[src/hdl/tpc_pkg.sv]
// tpc_pkg: shared constants of the timer based pwm channel block
package tpc_pkg;
    // channel count and widths
    localparam int TPC_CHANS = 2;
    localparam int TPC_AW = 5;
    localparam int TPC_DW = 8;
    localparam int TPC_TBW = 10;
    // register offsets
    localparam logic [4:0] TPC_ADDR_PERIOD = 5'h00;
    localparam logic [4:0] TPC_ADDR_TCTL = 5'h01;
    localparam logic [4:0] TPC_ADDR_COUNT = 5'h02;
    localparam logic [4:0] TPC_ADDR_TSTAT = 5'h03;
    localparam logic [4:0] TPC_ADDR_OUTS = 5'h04;
    localparam logic [4:0] TPC_ADDR_CH_BASE = 5'h08;
    localparam logic [4:0] TPC_ADDR_CH_STEP = 5'h04;
    localparam logic [1:0] TPC_SUB_CCTL = 2'h0;
    localparam logic [1:0] TPC_SUB_DHI = 2'h1;
    localparam logic [1:0] TPC_SUB_DLO = 2'h2;
    // field positions
    localparam int TPC_TCTL_ON_BIT = 0;
    localparam int TPC_TCTL_PRE_LSB = 1;
    localparam int TPC_TCTL_POST_LSB = 3;
    localparam int TPC_TSTAT_POST_BIT = 0;
    localparam int TPC_CCTL_EN_BIT = 7;
    localparam int TPC_CCTL_OUT_BIT = 5;
    localparam int TPC_CCTL_INV_BIT = 4;
    localparam int TPC_DLO_LSB = 6;
    // reset values
    localparam logic [7:0] TPC_PERIOD_RST = 8'hFF;
    localparam logic [7:0] TPC_TCTL_RST = 8'h00;
    localparam logic [7:0] TPC_CCTL_RST = 8'h00;
    localparam logic [7:0] TPC_DUTY_RST = 8'h00;
    // writable bits of the channel control and duty low registers
    localparam logic [7:0] TPC_CCTL_WMASK = 8'h90;
    localparam logic [7:0] TPC_DLO_WMASK = 8'hC0;
    // timing: oscillator periods per timer step, prescale terminal counts
    localparam int TPC_OSC_PER_STEP = 4;
    localparam logic [5:0] TPC_PRE_TERM_1 = 6'h00;
    localparam logic [5:0] TPC_PRE_TERM_4 = 6'h03;
    localparam logic [5:0] TPC_PRE_TERM_16 = 6'h0F;
    localparam logic [5:0] TPC_PRE_TERM_64 = 6'h3F;
    // prescale selections
    typedef enum logic [1:0] {
        TPC_PRE_1 = 2'h0,
        TPC_PRE_4 = 2'h1,
        TPC_PRE_16 = 2'h3,
        TPC_PRE_64 = 2'h2
    } tpc_pre_t;
endpackage : tpc_pkg

[src/hdl/tpc_pwm_chan.sv]
// tpc_pwm_chan: one pwm channel with buffered duty and polarity
`timescale 1ns/1ps
module tpc_pwm_chan
    import tpc_pkg::*;
(
    input wire logic core_clk,
    input wire logic rst,
    input wire logic wrap,
    input wire logic tb_step,
    input wire logic [TPC_TBW-1:0] tb_nxt,
    input wire logic [7:0] period,
    input wire logic [7:0] duty_hi,
    input wire logic [1:0] duty_lo,
    input wire logic enable,
    input wire logic invert,
    output logic act,
    output logic pin
);
    logic [TPC_TBW-1:0] buf_r;
    logic act_r;
    logic pin_r;
    logic act_nxt;
    wire [TPC_TBW-1:0] duty_new = {duty_hi, duty_lo};
    wire [TPC_TBW:0] full_lim = {1'b0, period, 2'h0} + 11'h004;
    wire full = {1'b0, buf_r} >= full_lim;
    wire match = tb_step && (tb_nxt == buf_r);

    // next active state of the waveform
    always_comb begin
        act_nxt = act_r;
        if (!enable) begin
            act_nxt = 1'b0;
        end else if (wrap) begin
            act_nxt = (duty_new != 10'h000);
        end else if (match && !full) begin
            act_nxt = 1'b0;
        end
    end

    // duty buffer loads only at the period wrap
    always_ff @(posedge core_clk or posedge rst) begin
        if (rst) begin
            buf_r <= 10'h000;
            act_r <= 1'b0;
            pin_r <= 1'b0;
        end else begin
            if (wrap) begin
                buf_r <= duty_new;
            end
            act_r <= act_nxt;
            pin_r <= act_nxt ^ invert;
        end
    end

    assign act = act_r;
    assign pin = pin_r;

    property p_wrap_set;
        @(posedge core_clk) disable iff (rst)
        wrap && enable && (duty_new != 10'h000) |=> act_r;
    endproperty
    a_wrap_set: assert property (p_wrap_set)
        else $error("output not active after wrap");

    property p_zero_duty;
        @(posedge core_clk) disable iff (rst)
        wrap && (duty_new == 10'h000) |=> !act_r;
    endproperty
    a_zero_duty: assert property (p_zero_duty)
        else $error("zero duty made output active");

    property p_buf_load;
        @(posedge core_clk) disable iff (rst)
        wrap |=> buf_r == $past(duty_new);
    endproperty
    a_buf_load: assert property (p_buf_load)
        else $error("duty buffer not loaded at wrap");

    property p_buf_hold;
        @(posedge core_clk) disable iff (rst)
        !wrap |=> $stable(buf_r);
    endproperty
    a_buf_hold: assert property (p_buf_hold)
        else $error("duty buffer changed between wraps");

    property p_match_clr;
        @(posedge core_clk) disable iff (rst)
        !wrap && match && !full |=> !act_r ##1 (!act_r || $past(wrap));
    endproperty
    a_match_clr: assert property (p_match_clr)
        else $error("output not cleared at duty match");

    property p_full_hold;
        @(posedge core_clk) disable iff (rst)
        act_r && full && enable && !wrap |=> act_r;
    endproperty
    a_full_hold: assert property (p_full_hold)
        else $error("full duty output was cleared");

    property p_polarity;
        @(posedge core_clk) disable iff (rst)
        ##1 pin_r == (act_r ^ $past(invert));
    endproperty
    a_polarity: assert property (p_polarity)
        else $error("pin level does not follow polarity");
endmodule : tpc_pwm_chan

[src/hdl/tpc_pwm_top.sv]
// tpc_pwm_top: shared period timer, register file and pwm channels
`timescale 1ns/1ps
module tpc_pwm_top
    import tpc_pkg::*;
(
    input wire logic core_clk,
    input wire logic rst,
    input wire logic [TPC_AW-1:0] reg_addr,
    input wire logic [TPC_DW-1:0] reg_wdata,
    input wire logic reg_wr,
    input wire logic reg_rd,
    output logic [TPC_DW-1:0] reg_rdata,
    output logic [TPC_CHANS-1:0] pwm_out
);
    // timer state
    logic [7:0] period_limit_reg_r;
    logic [7:0] tctl_r;
    logic [7:0] shared_timer_count_r;
    logic [1:0] phase_r;
    logic [5:0] pre_cnt_r;
    logic [3:0] post_cnt_r;
    logic post_flag_r;
    logic [TPC_DW-1:0] rdata_r;
    // per channel software registers
    logic [7:0] channel_control_reg_r [TPC_CHANS];
    logic [7:0] duty_high_reg_r [TPC_CHANS];
    logic [7:0] duty_low_reg_r [TPC_CHANS];
    logic [TPC_CHANS-1:0] ch_act;
    logic [TPC_CHANS-1:0] ch_pin;

    // timer control fields
    wire timer_on = tctl_r[TPC_TCTL_ON_BIT];
    wire [1:0] pre_sel = tctl_r[TPC_TCTL_PRE_LSB +: 2];
    wire [3:0] post_sel = tctl_r[TPC_TCTL_POST_LSB +: 4];

    // prescale terminal count from the selection
    wire [5:0] pre_term =
        (pre_sel == TPC_PRE_1) ? TPC_PRE_TERM_1 :
        (pre_sel == TPC_PRE_4) ? TPC_PRE_TERM_4 :
        (pre_sel == TPC_PRE_16) ? TPC_PRE_TERM_16 : TPC_PRE_TERM_64;

    // one-cycle enables of the divider chain
    wire pre_tick = timer_on && (pre_cnt_r >= pre_term);
    wire tmr_step = pre_tick && (phase_r == 2'h3);
    wire wrap = tmr_step && (shared_timer_count_r == period_limit_reg_r);

    // ten bit time base and its next value
    wire [TPC_TBW-1:0] tb = {shared_timer_count_r, phase_r};
    wire [TPC_TBW-1:0] tb_inc = tb + 10'h001;
    wire [TPC_TBW-1:0] tb_nxt =
        wrap ? 10'h000 : (pre_tick ? tb_inc : tb);

    // register address decode
    wire in_ch = (reg_addr[4:3] == TPC_ADDR_CH_BASE[4:3]);
    wire ch_sel = reg_addr[2];
    wire [1:0] sub = reg_addr[1:0];
    wire wr_period = reg_wr && (reg_addr == TPC_ADDR_PERIOD);
    wire wr_tctl = reg_wr && (reg_addr == TPC_ADDR_TCTL);
    wire wr_count = reg_wr && (reg_addr == TPC_ADDR_COUNT);
    wire wr_tstat = reg_wr && (reg_addr == TPC_ADDR_TSTAT);
    wire post_clr = wr_tstat && reg_wdata[TPC_TSTAT_POST_BIT];
    wire post_hit = wrap && (post_cnt_r == post_sel);

    // period and timer control registers
    always_ff @(posedge core_clk or posedge rst) begin
        if (rst) begin
            period_limit_reg_r <= TPC_PERIOD_RST;
            tctl_r <= TPC_TCTL_RST;
        end else begin
            if (wr_period) begin
                period_limit_reg_r <= reg_wdata;
            end
            if (wr_tctl) begin
                tctl_r <= reg_wdata;
            end
        end
    end

    // shared count and phase bits; a count write restarts the phase
    always_ff @(posedge core_clk or posedge rst) begin
        if (rst) begin
            shared_timer_count_r <= 8'h00;
            phase_r <= 2'h0;
        end else if (wr_count) begin
            shared_timer_count_r <= reg_wdata;
            phase_r <= 2'h0;
        end else begin
            shared_timer_count_r <= tb_nxt[9:2];
            phase_r <= tb_nxt[1:0];
        end
    end

    // prescaler divider
    always_ff @(posedge core_clk or posedge rst) begin
        if (rst) begin
            pre_cnt_r <= 6'h00;
        end else if (!timer_on || pre_tick || wr_count) begin
            pre_cnt_r <= 6'h00;
        end else begin
            pre_cnt_r <= pre_cnt_r + 6'h01;
        end
    end

    // postscaler counts wraps into a sticky flag only
    always_ff @(posedge core_clk or posedge rst) begin
        if (rst) begin
            post_cnt_r <= 4'h0;
            post_flag_r <= 1'b0;
        end else begin
            if (post_hit) begin
                post_cnt_r <= 4'h0;
            end else if (wrap) begin
                post_cnt_r <= post_cnt_r + 4'h1;
            end
            if (post_hit) begin
                post_flag_r <= 1'b1;
            end else if (post_clr) begin
                post_flag_r <= 1'b0;
            end
        end
    end

    // per channel registers and channel instances share one wrap
    generate
        for (genvar i = 0; i < TPC_CHANS; i++) begin : g_ch
            wire hit = in_ch && (ch_sel == 1'(i));
            wire wr_cctl = reg_wr && hit && (sub == TPC_SUB_CCTL);
            wire wr_dhi = reg_wr && hit && (sub == TPC_SUB_DHI);
            wire wr_dlo = reg_wr && hit && (sub == TPC_SUB_DLO);

            // software copies; writes allowed at any time
            always_ff @(posedge core_clk or posedge rst) begin
                if (rst) begin
                    channel_control_reg_r[i] <= TPC_CCTL_RST;
                    duty_high_reg_r[i] <= TPC_DUTY_RST;
                    duty_low_reg_r[i] <= TPC_DUTY_RST;
                end else begin
                    if (wr_cctl) begin
                        channel_control_reg_r[i] <=
                            reg_wdata & TPC_CCTL_WMASK;
                    end
                    if (wr_dhi) begin
                        duty_high_reg_r[i] <= reg_wdata;
                    end
                    if (wr_dlo) begin
                        duty_low_reg_r[i] <=
                            reg_wdata & TPC_DLO_WMASK;
                    end
                end
            end

            tpc_pwm_chan u_chan (
                .core_clk(core_clk),
                .rst(rst),
                .wrap(wrap),
                .tb_step(pre_tick),
                .tb_nxt(tb_nxt),
                .period(period_limit_reg_r),
                .duty_hi(duty_high_reg_r[i]),
                .duty_lo(duty_low_reg_r[i][TPC_DLO_LSB +: 2]),
                .enable(channel_control_reg_r[i][TPC_CCTL_EN_BIT]),
                .invert(channel_control_reg_r[i][TPC_CCTL_INV_BIT]),
                .act(ch_act[i]),
                .pin(ch_pin[i])
            );
        end
    endgenerate

    // channel register read selection
    wire [7:0] ch_cctl_rd = channel_control_reg_r[ch_sel]
        | ({7'h00, ch_act[ch_sel]} << TPC_CCTL_OUT_BIT);
    wire [7:0] ch_rd =
        (sub == TPC_SUB_CCTL) ? ch_cctl_rd :
        (sub == TPC_SUB_DHI) ? duty_high_reg_r[ch_sel] :
        (sub == TPC_SUB_DLO) ? duty_low_reg_r[ch_sel] : 8'h00;

    // full read selection; unmapped offsets read zero
    wire [7:0] rd_mux =
        in_ch ? ch_rd :
        (reg_addr == TPC_ADDR_PERIOD) ? period_limit_reg_r :
        (reg_addr == TPC_ADDR_TCTL) ? tctl_r :
        (reg_addr == TPC_ADDR_COUNT) ? shared_timer_count_r :
        (reg_addr == TPC_ADDR_TSTAT) ? {7'h00, post_flag_r} :
        (reg_addr == TPC_ADDR_OUTS) ? {{(8-TPC_CHANS){1'b0}}, ch_pin} :
        8'h00;

    // read data stand for one cycle after the strobe
    always_ff @(posedge core_clk or posedge rst) begin
        if (rst) begin
            rdata_r <= 8'h00;
        end else begin
            rdata_r <= reg_rd ? rd_mux : 8'h00;
        end
    end

    assign reg_rdata = rdata_r;
    assign pwm_out = ch_pin;

    // helper: clocks since the last wrap and a clean-period marker
    logic [16:0] per_cnt_r;
    logic clean_r;
    wire [16:0] per_exp = 17'(({9'h000, period_limit_reg_r} + 17'h1)
        * 17'(TPC_OSC_PER_STEP) * ({11'h000, pre_term} + 17'h1));
    always_ff @(posedge core_clk or posedge rst) begin
        if (rst) begin
            per_cnt_r <= 17'h00000;
            clean_r <= 1'b0;
        end else begin
            per_cnt_r <= wrap ? 17'h00000 : per_cnt_r + 17'h00001;
            if (wr_period || wr_tctl || wr_count) begin
                clean_r <= 1'b0;
            end else if (wrap) begin
                clean_r <= 1'b1;
            end
        end
    end

    property p_period_len;
        @(posedge core_clk) disable iff (rst)
        wrap && clean_r && !wr_period && !wr_tctl
            |-> per_cnt_r == per_exp - 17'h00001;
    endproperty
    a_period_len: assert property (p_period_len)
        else $error("pwm period length wrong");

    property p_wrap_zero;
        @(posedge core_clk) disable iff (rst)
        wrap && !wr_count |=> tb == 10'h000;
    endproperty
    a_wrap_zero: assert property (p_wrap_zero)
        else $error("time base not zero after wrap");

    property p_step;
        @(posedge core_clk) disable iff (rst)
        tmr_step && !wrap && !wr_count
            |=> shared_timer_count_r == $past(shared_timer_count_r) + 8'h01;
    endproperty
    a_step: assert property (p_step)
        else $error("timer count did not advance");

    property p_direct;
        @(posedge core_clk) disable iff (rst)
        timer_on && (pre_sel == TPC_PRE_1) && !wr_count
            |=> phase_r == $past(phase_r) + 2'h1;
    endproperty
    a_direct: assert property (p_direct)
        else $error("undivided prescale did not tick");

    property p_rd_idle;
        @(posedge core_clk) disable iff (rst)
        !reg_rd |=> reg_rdata == 8'h00;
    endproperty
    a_rd_idle: assert property (p_rd_idle)
        else $error("read data outside read cycle");

    property p_off_hold;
        @(posedge core_clk) disable iff (rst)
        !timer_on && !wr_count |=> $stable(tb);
    endproperty
    a_off_hold: assert property (p_off_hold)
        else $error("time base moved with timer off");

    property p_post_set;
        @(posedge core_clk) disable iff (rst)
        post_hit |=> post_flag_r;
    endproperty
    a_post_set: assert property (p_post_set)
        else $error("postscale flag not set");

    property p_post_clr;
        @(posedge core_clk) disable iff (rst)
        post_clr && !post_hit |=> !post_flag_r;
    endproperty
    a_post_clr: assert property (p_post_clr)
        else $error("postscale flag not cleared");

    property p_rd_period;
        @(posedge core_clk) disable iff (rst)
        reg_rd && (reg_addr == TPC_ADDR_PERIOD)
            |=> reg_rdata == $past(period_limit_reg_r);
    endproperty
    a_rd_period: assert property (p_rd_period)
        else $error("period read back wrong");

    // channel 0 control bits watched by the gate check
    wire ch0_en = channel_control_reg_r[0][TPC_CCTL_EN_BIT];
    wire ch0_inv = channel_control_reg_r[0][TPC_CCTL_INV_BIT];

    property p_off_gate;
        @(posedge core_clk) disable iff (rst)
        !ch0_en |=> pwm_out[0] == $past(ch0_inv);
    endproperty
    a_off_gate: assert property (p_off_gate)
        else $error("disabled channel pin not at idle level");
endmodule : tpc_pwm_top

[config.mk]
export PLATFORM = sky130hd
export DESIGN_NAME = tpc_pwm_top
export DESIGN_NICKNAME = d
export VERILOG_FILES = /design/src/hdl/tpc_pkg.sv /design/src/hdl/tpc_pwm_chan.sv /design/src/hdl/tpc_pwm_top.sv
export SDC_FILE = /design/constraint.sdc
export NUM_CORES = 1
export LEC_CHECK = 0
export BUFFER_PORTS_ARGS = -buffer_cell sky130_fd_sc_hd__buf_2
export CAP_MARGIN = 15
export CORE_MARGIN = 5
export CORE_UTILIZATION = 42
export CTS_CLUSTER_DIAMETER = 30
export DETAILED_ROUTE_END_ITERATION = 10
export REMOVE_ABC_BUFFERS = 1
export SLEW_MARGIN = 20
export SYNTH_ARGS = -nofsm -noshare
export SYNTH_HDL_FRONTEND = slang
export SYNTH_SLANG_ARGS = --single-unit
[constraint.sdc]
create_clock -name core_clk -period 5.9 [get_ports core_clk]
set_input_delay 0.885 -clock core_clk [delete_from_list [all_inputs] [get_ports core_clk]]
set_output_delay 0.885 -clock core_clk [all_outputs]
set_load 0.005 [all_outputs]
* Yosys cells after proc, flatten, opt, wreduce, memory -nomap -nowiden
Cells that the tools add are included.
Widths: inputs -> output; s select.
** Word-level totals
- Flip-flop bits (word level) :: 93
- Bits of input ports :: 17
- Output and inout bits :: 10
** Operators by class
- Add/sub/neg operators :: 4
- Magnitude comparators :: 5
- Equality and inequality tests :: 14
- Mux-type cells :: 39
- Bitwise gates (word level) :: 5
- Reductions and logical operators :: 35
** Operator list (count)
- $mux 8 :: 18
- $mux 6 :: 4
- $logic_and 1x1->1 :: 23
- $ge 10x11->1 :: 2
- $eq 10x10->1 :: 2
- $mux 10 :: 2
- $reduce_bool 10->1 :: 2
- $add 10x3->11 const B :: 1
- $add 10x1->10 const B :: 1
- $eq 5x2->1 const B :: 2
- $mux 1 :: 10
- $eq 8x8->1 :: 1
- $mux 4 :: 2
- $or 8x6->8 :: 1
- $add 6x1->6 const B :: 1
- $eq 2x1->1 const B :: 3
- $eq 2x2->1 const B :: 3
- $ge 6x6->1 :: 1
- $mux 2 :: 3
- $eq 5x1->1 const B :: 1
- $eq 5x3->1 const B :: 1
- $logic_not 5->1 :: 1
- $add 4x1->4 const B :: 1
- $eq 4x4->1 :: 1
- other kinds (9) :: 15

* Logic depth before layout (Yosys ltp)
- Depth in word-level cells :: 16
- Mapped depth :: 14

* Hierarchy
A second synthesis with hierarchy kept.
** Second synthesis, totals
- Cell total of the unflattened synthesis :: 526
- Area, all modules :: 5641.7 um2
** Modules (own cells, without submodules)
- tpc_pwm_top :: times used 1, cells an instance 342, area an instance 3759.9 um2, seq. area each 1736.7 um2
- tpc_pwm_chan :: times used 2, cells an instance 92, area an instance 940.9 um2, seq. area each 300.3 um2

* Worst setup path before layout
No wires, ideal clock.
- Path kind :: reg2reg
- From :: register tctl_r[2]
- To :: register g_ch[1].u_chan.pin_r
- Library setup time :: 132 ps
- Arrival time :: 2976 ps
- Data required time :: 5768 ps
- Path slack :: 2792 ps
- Stages on the path, launching flop included :: 13
- Path buffers :: 1
- Period minus slack after synthesis :: 3108 ps
- Cells stage by stage :: dfrtp_1 > or2_2 > ha_1 > nand2b_1 > a21o_1 > a21oi_1 > clkbuf_1 > xnor3_1 > o31ai_1 > a22oi_1 > nor4_1 > o22ai_1 > xor2_1
** Between the ends
- Longest elaborated chain between the ends :: 16
- Elaborated cells between the ends (all ways) :: 19
** RTL lines
- start, declared :: line tpc_pwm_top.sv:17 : logic [7:0] tctl_r;
- start signal, assigned :: line tpc_pwm_top.sv:74 : tctl_r <= reg_wdata;
- $eq 2x2->1 :: line tpc_pwm_top.sv:40 : (pre_sel == TPC_PRE_16) ? TPC_PRE_TERM_16 : TPC_PRE_TERM_64;
- $mux 6 :: line tpc_pwm_top.sv:40
- $mux 6 :: line tpc_pwm_top.sv:39 : (pre_sel == TPC_PRE_4) ? TPC_PRE_TERM_4 :
- $mux 6 * :: line tpc_pwm_top.sv:38 : (pre_sel == TPC_PRE_1) ? TPC_PRE_TERM_1 :
- $ge 6x6->1 * :: line tpc_pwm_top.sv:43 : wire pre_tick = timer_on && (pre_cnt_r >= pre_term);
- $logic_and 1x1->1 * :: line tpc_pwm_top.sv:43
- $logic_and 1x1->1 :: line tpc_pwm_top.sv:44 : wire tmr_step = pre_tick && (phase_r == 2'h3);
- $logic_and 1x1->1 :: line tpc_pwm_top.sv:45 : wire wrap = tmr_step && (shared_timer_count_r == period_limit_reg_r);
- $mux 10 :: line tpc_pwm_top.sv:51 : wrap ? 10'h000 : (pre_tick ? tb_inc : tb);
- $eq 10x10->1 :: line tpc_pwm_chan.sv:26 : wire match = tb_step && (tb_nxt == buf_r);
- $logic_and 1x1->1 :: line tpc_pwm_chan.sv:26
- $logic_and 1x1->1 :: line tpc_pwm_chan.sv:35 : end else if (match && !full) begin
- $mux 1 :: line tpc_pwm_chan.sv:35
- $mux 1 * :: line tpc_pwm_chan.sv:33 : end else if (wrap) begin
- $mux 1 * :: line tpc_pwm_chan.sv:31 : if (!enable) begin
- net g_ch[1].u_chan.act_nxt :: line tpc_pwm_chan.sv:22 : logic act_nxt;
- $xor 1x1->1 * :: line tpc_pwm_chan.sv:51 : pin_r <= act_nxt ^ invert;
- end signal, assigned :: line tpc_pwm_chan.sv:51
- end, declared :: line tpc_pwm_chan.sv:21 : logic pin_r;
Mark *: on every way through the listed nets, which the timed path passes. The rest lies on a longest branch.
A chain may end at the register's enable or synchronous reset.

* Final worst setup path
- From :: register tctl_r[1]
- To :: register g_ch[1].u_chan.pin_r
Same word-level chain as after synthesis.

==> summary by stage <==
Run status
The run finished with clean final reports.

Drt
The detailed-routing iteration count for the pre-antenna-repair pass is 5. The final wirelength is 18500 um. The number of DRC markers after the initial detailed-route iteration is 508. The count of nets left with antenna violations once routing finished came out at 0. The remaining routing DRC violations is 0.

The via count normalized by instance count is 6.17. The routed via count is 5323. The average routed wire per standard cell is 21.5 um.

Power
The power density over the cells is 326 nW/um2. Overall power consumption after layout is estimated at 2.16 mW. The static leakage is 2.86 nW. The largest vdd supply drop is 0.177 mV.

Global routing
Global routing used 3.98% of the available met3 tracks. The layer flagged by global routing as most heavily used is met2. Global routing used 22.9% of the available tracks across all layers. The met1 track demand over resource in global routing is 32.6%. The number of antenna violations at the first check in global routing is 0. Global routing consumed, on the met2 layer, 34.5% of the routing resources.

After global routing the overflow that remains totals 0. The number of global-route vias before repair is 5211. The maximum number of pins on one net before global-route repair is 52.

The wire length of the first global-routing pass is 29800 um.

Setup path
STA classifies the critical path startpoint as a flop. For this run, the slowest stage of the critical path takes 0.76 ns. For the worst setup path, the data required time is 6.13 ns. Traced cell by cell, the critical path runs through nand2b_1 -> ha_1 -> nand4_1 -> or2_1 -> o21ai_2 -> mux2i_1 -> a22o_1 -> or4_1 -> nor4_1 -> o22ai_1 -> xor2_1. The startpoint-to-endpoint class of the critical path is flop to flop. The library cell contributing the largest single delay on the critical path is sky130_fd_sc_hd__o21ai_2. Counting cells, the worst reg-to-reg path comes to 11. Of all nets on the critical path, the largest fanout is 22. STA puts the critical path data arrival time at 4.35 ns. The worst setup path is captured at a flop.

Final layout
In the layout the commonest cells are sky130_fd_sc_hd__nand2_1, sky130_fd_sc_hd__dfrtp_1, sky130_fd_sc_hd__nor2_1. The number of antenna cells inserted is 0. The final-layout fill cell count is 1399.

The share of post-route cells with drive strength above 1 is 16.1%. Leaving out fill and tap cells, the most frequent cell in the layout is sky130_fd_sc_hd__nand2_1. Relative to the synthesized area, the layout overhead comes to 8.16%.

After the last flow step, the layout net total stands at 717. For this run, the number of standard cells in the final layout without fillers is 863.

Timing
The clock arrives with 0.00851 ns of skew. Setup violations remaining at the end of the flow were counted as 0. The shortest clock period the worst path allows after layout is 4.13 ns.

The final critical path takes up 70.0% of the cycle. The count of final max-slew check failures is 0. Setup repair after global routing left no endpoint under its margin.

The number of hold violations in the final report is 0. The peak clock frequency supported by timing is 0.242 GHz. The hold slack is 0.509 ns. The pin slew with the least headroom to its limit is 0.974 ns.

The worst slew slack as a fraction of its limit is 35.1%. After routing, the total negative slack on setup checks comes to 0 ns.

Clock tree
Post-CTS timing repair inserted 0 buffers for setup. Clock tree synthesis selected as its root buffer the cell sky130_fd_sc_hd__clkbuf_16. The number of buffers added by the clock tree synthesis step is 9.

The H-tree depth is 3. No sink is reached through more buffers than the 2 on the longest clock path. The clock tree from TritonCTS is built. The number of buffers inserted for hold repair after clock tree synthesis is 0. The clock insertion delay at the later pin of the skew report is 0.35 ns. After clock tree synthesis, the clock-pin slew on the worst setup and hold paths is 0.07 ns. For this design, the sink count on the clock tree is 93.

The number of cells upsized or downsized after cts is 0.

Yosys
The Yosys step of the flow raised 0 warnings. The share of synthesized registers carrying an async set or reset is 100%. The most used flip-flop cell after synthesis is sky130_fd_sc_hd__dfrtp_1.

Sorting the synthesized cells by area gives the leading types as sky130_fd_sc_hd__dfrtp_1, sky130_fd_sc_hd__mux2_2, sky130_fd_sc_hd__nand2_1, sky130_fd_sc_hd__ha_1, sky130_fd_sc_hd__dfstp_2. Sequential cells were found to cover 38.2% of the synthesized design area. The cell count after synthesis came out at 671. The average instance area after synthesis is 9.11 um2. After synthesis, the netlist uses 73 different library cells. The synthesized design contains 0 enable-type register cells. The share of synthesized area in the top cell type comes to 34.8%. sky130_fd_sc_hd__dfrtp_1 takes more of the synthesized area than any other cell.

The count of state elements after synthesis is 93. The cell area after synthesis is 6120 um2.

Place
In this run the tool buffered the top-level ports with 26 buffer cells. Once placement completed, the tool counted placed cells totaling 847. Routability-driven placement finished with a final weighted congestion of 0.950. The HPWL after detailed placement is 13800 um.

Hold path
Along the worst hold path, the cell count comes to 1. The tightest min-delay check is of the flop to flop type.

Die
The core region area is 14400 um2. The top-level I/O count is 27. The die covers 17100 um2. The floorplan die width is 131 um. From bottom edge to top edge, the die measures 131 um. Row generation in the floorplan step produced 44 rows.

The initial utilization of the core area, before any placement, comes to 42.4%.

Run
The count of maximum capacitance violations is 0.
## worst paths after layout
| check | slack, ns | startpoint | endpoint |
|---|---|---|---|
| setup / recovery | 1.77 | tctl_r[1]$_DFFE_PP0P_ | g_ch[1].u_chan.pin$_DFF_PP0_ |
| hold / removal | 0.51 | pre_cnt_r[0]$_DFF_PP0_ | pre_cnt_r[0]$_DFF_PP0_ |
| setup reg to reg | 1.77 | tctl_r[1]$_DFFE_PP0P_ | g_ch[1].u_chan.pin$_DFF_PP0_ |
| hold reg to reg | 0.51 | pre_cnt_r[0]$_DFF_PP0_ | pre_cnt_r[0]$_DFF_PP0_ |
| max in group asynchronous | 4.16 | rst | g_ch[1].u_chan.buf_r[7]$_DFFE_PP0N_ |
| min in group asynchronous | 0.61 | rst | duty_high_reg_r[10]$_DFFE_PP0P_ |
## cells in the mapped netlist (all sizes together), types with 6 or more instances
| library cell | n |
|---|---|
| xnor2 | 21 |
| mux2i | 19 |
| clkbuf | 19 |
| and3 | 9 |
| nand2b | 10 |
| nand3 | 29 |
| nand2 | 93 |
| and2 | 6 |
| o21ai | 33 |
| a31oi | 10 |
| dfstp | 8 |
| or4 | 10 |
| o311ai | 6 |
| nor3 | 13 |
| or3 | 6 |
| a22oi | 7 |
| inv | 22 |
| buf | 19 |
| mux2 | 41 |
| a21oi | 19 |
| nor2b | 13 |
| ha | 26 |
| xor2 | 8 |
| a21o | 6 |
| nor2 | 54 |
| o22ai | 9 |
| dfrtp | 85 |
## area by class of cell
| class | instances | area [um2] | area share, % |
|---|---|---|---|
| Multi-Input combinational cell | 518 | 3530 | 53.3 |
| Sequential cell | 93 | 2340 | 35.3 |
| Clock buffer | 11 | 243 | 3.67 |
| Tap cell | 184 | 230 | 3.48 |
| Timing Repair Buffer | 30 | 160 | 2.42 |
| Inverter | 22 | 83.8 | 1.27 |
| Clock inverter | 5 | 35.0 | 0.530 |
## state kept, by name, summed over array words and instances (netlist names), 2 cells and up
name,count
tctl_r,8
pre_cnt_r,6
g_ch.u_chan.buf_r,20
post_cnt_r,4
reg_rdata,8
g_ch.u_chan.pin,2
phase_r,2
period_limit_reg_r,8
duty_low_reg_r,4
shared_timer_count_r,8
duty_high_reg_r,16
g_ch.u_chan.act,2
channel_control_reg_r,2
## stage by stage
| stage | cell area [um2] | util [%] | setup WS [ns] |
|---|---|---|---|
| 6_report | 6620 | 45.9 | 1.77 |
| 5_1_grt | 6620 | 45.9 | 1.51 |
| 4_1_cts | 6620 | 45.9 | 1.83 |
| 3_5_place_dp | 6340 | 43.9 | 1.85 |
| 3_3_place_gp | 6340 | 43.9 | 2.01 |
| 2_1_floorplan | 5940 | - | 2.40 |
## kinds of logic (layout without fill, tap and decap cells)
family | count (synthesis) | in the layout | synth area share [%]
and+or+nand+nor | 267 | 267 | 21.3
AOI/OAI and AO/OA | 133 | 133 | 14.9
DFF | 93 | 93 | 38.2
muxes | 62 | 62 | 11.4
buffers and inverters | 60 | 68 | 4.17
xor gates and xnor gates | 30 | 30 | 4.77
adders and majority gates | 26 | 26 | 5.32
## power by group
group | internal (mW) | switching, mW | total (mW)
combinational | 0.296 | 0.356 | 0.651
clock | 0.298 | 0.257 | 0.555
sequential | 0.736 | 0.213 | 0.950
## per-layer routing
metal / share of wire, % / wire length (um) / vias up
met3: 5.7 / 1060 / 58
met2: 45 / 8430 / 222
met5: 0 / 0 / -
met1: 45 / 8330 / 2597
met4: 3.9 / 717 / 0
li1: - / - / 2446
## critical path, delay by kind of cell, from the launching register on
family	cells	cell delay [ns]
AO/OA/AOI/OAI	3	1.21
XOR/XNOR	1	0.20
adder cells (fa/ha/maj)	1	0.36
flip-flops	1	0.41
multiplexers	1	0.17
AND/OR/NAND/NOR	5	1.65
No activity file was read; power rests on OpenSTA's default activity.
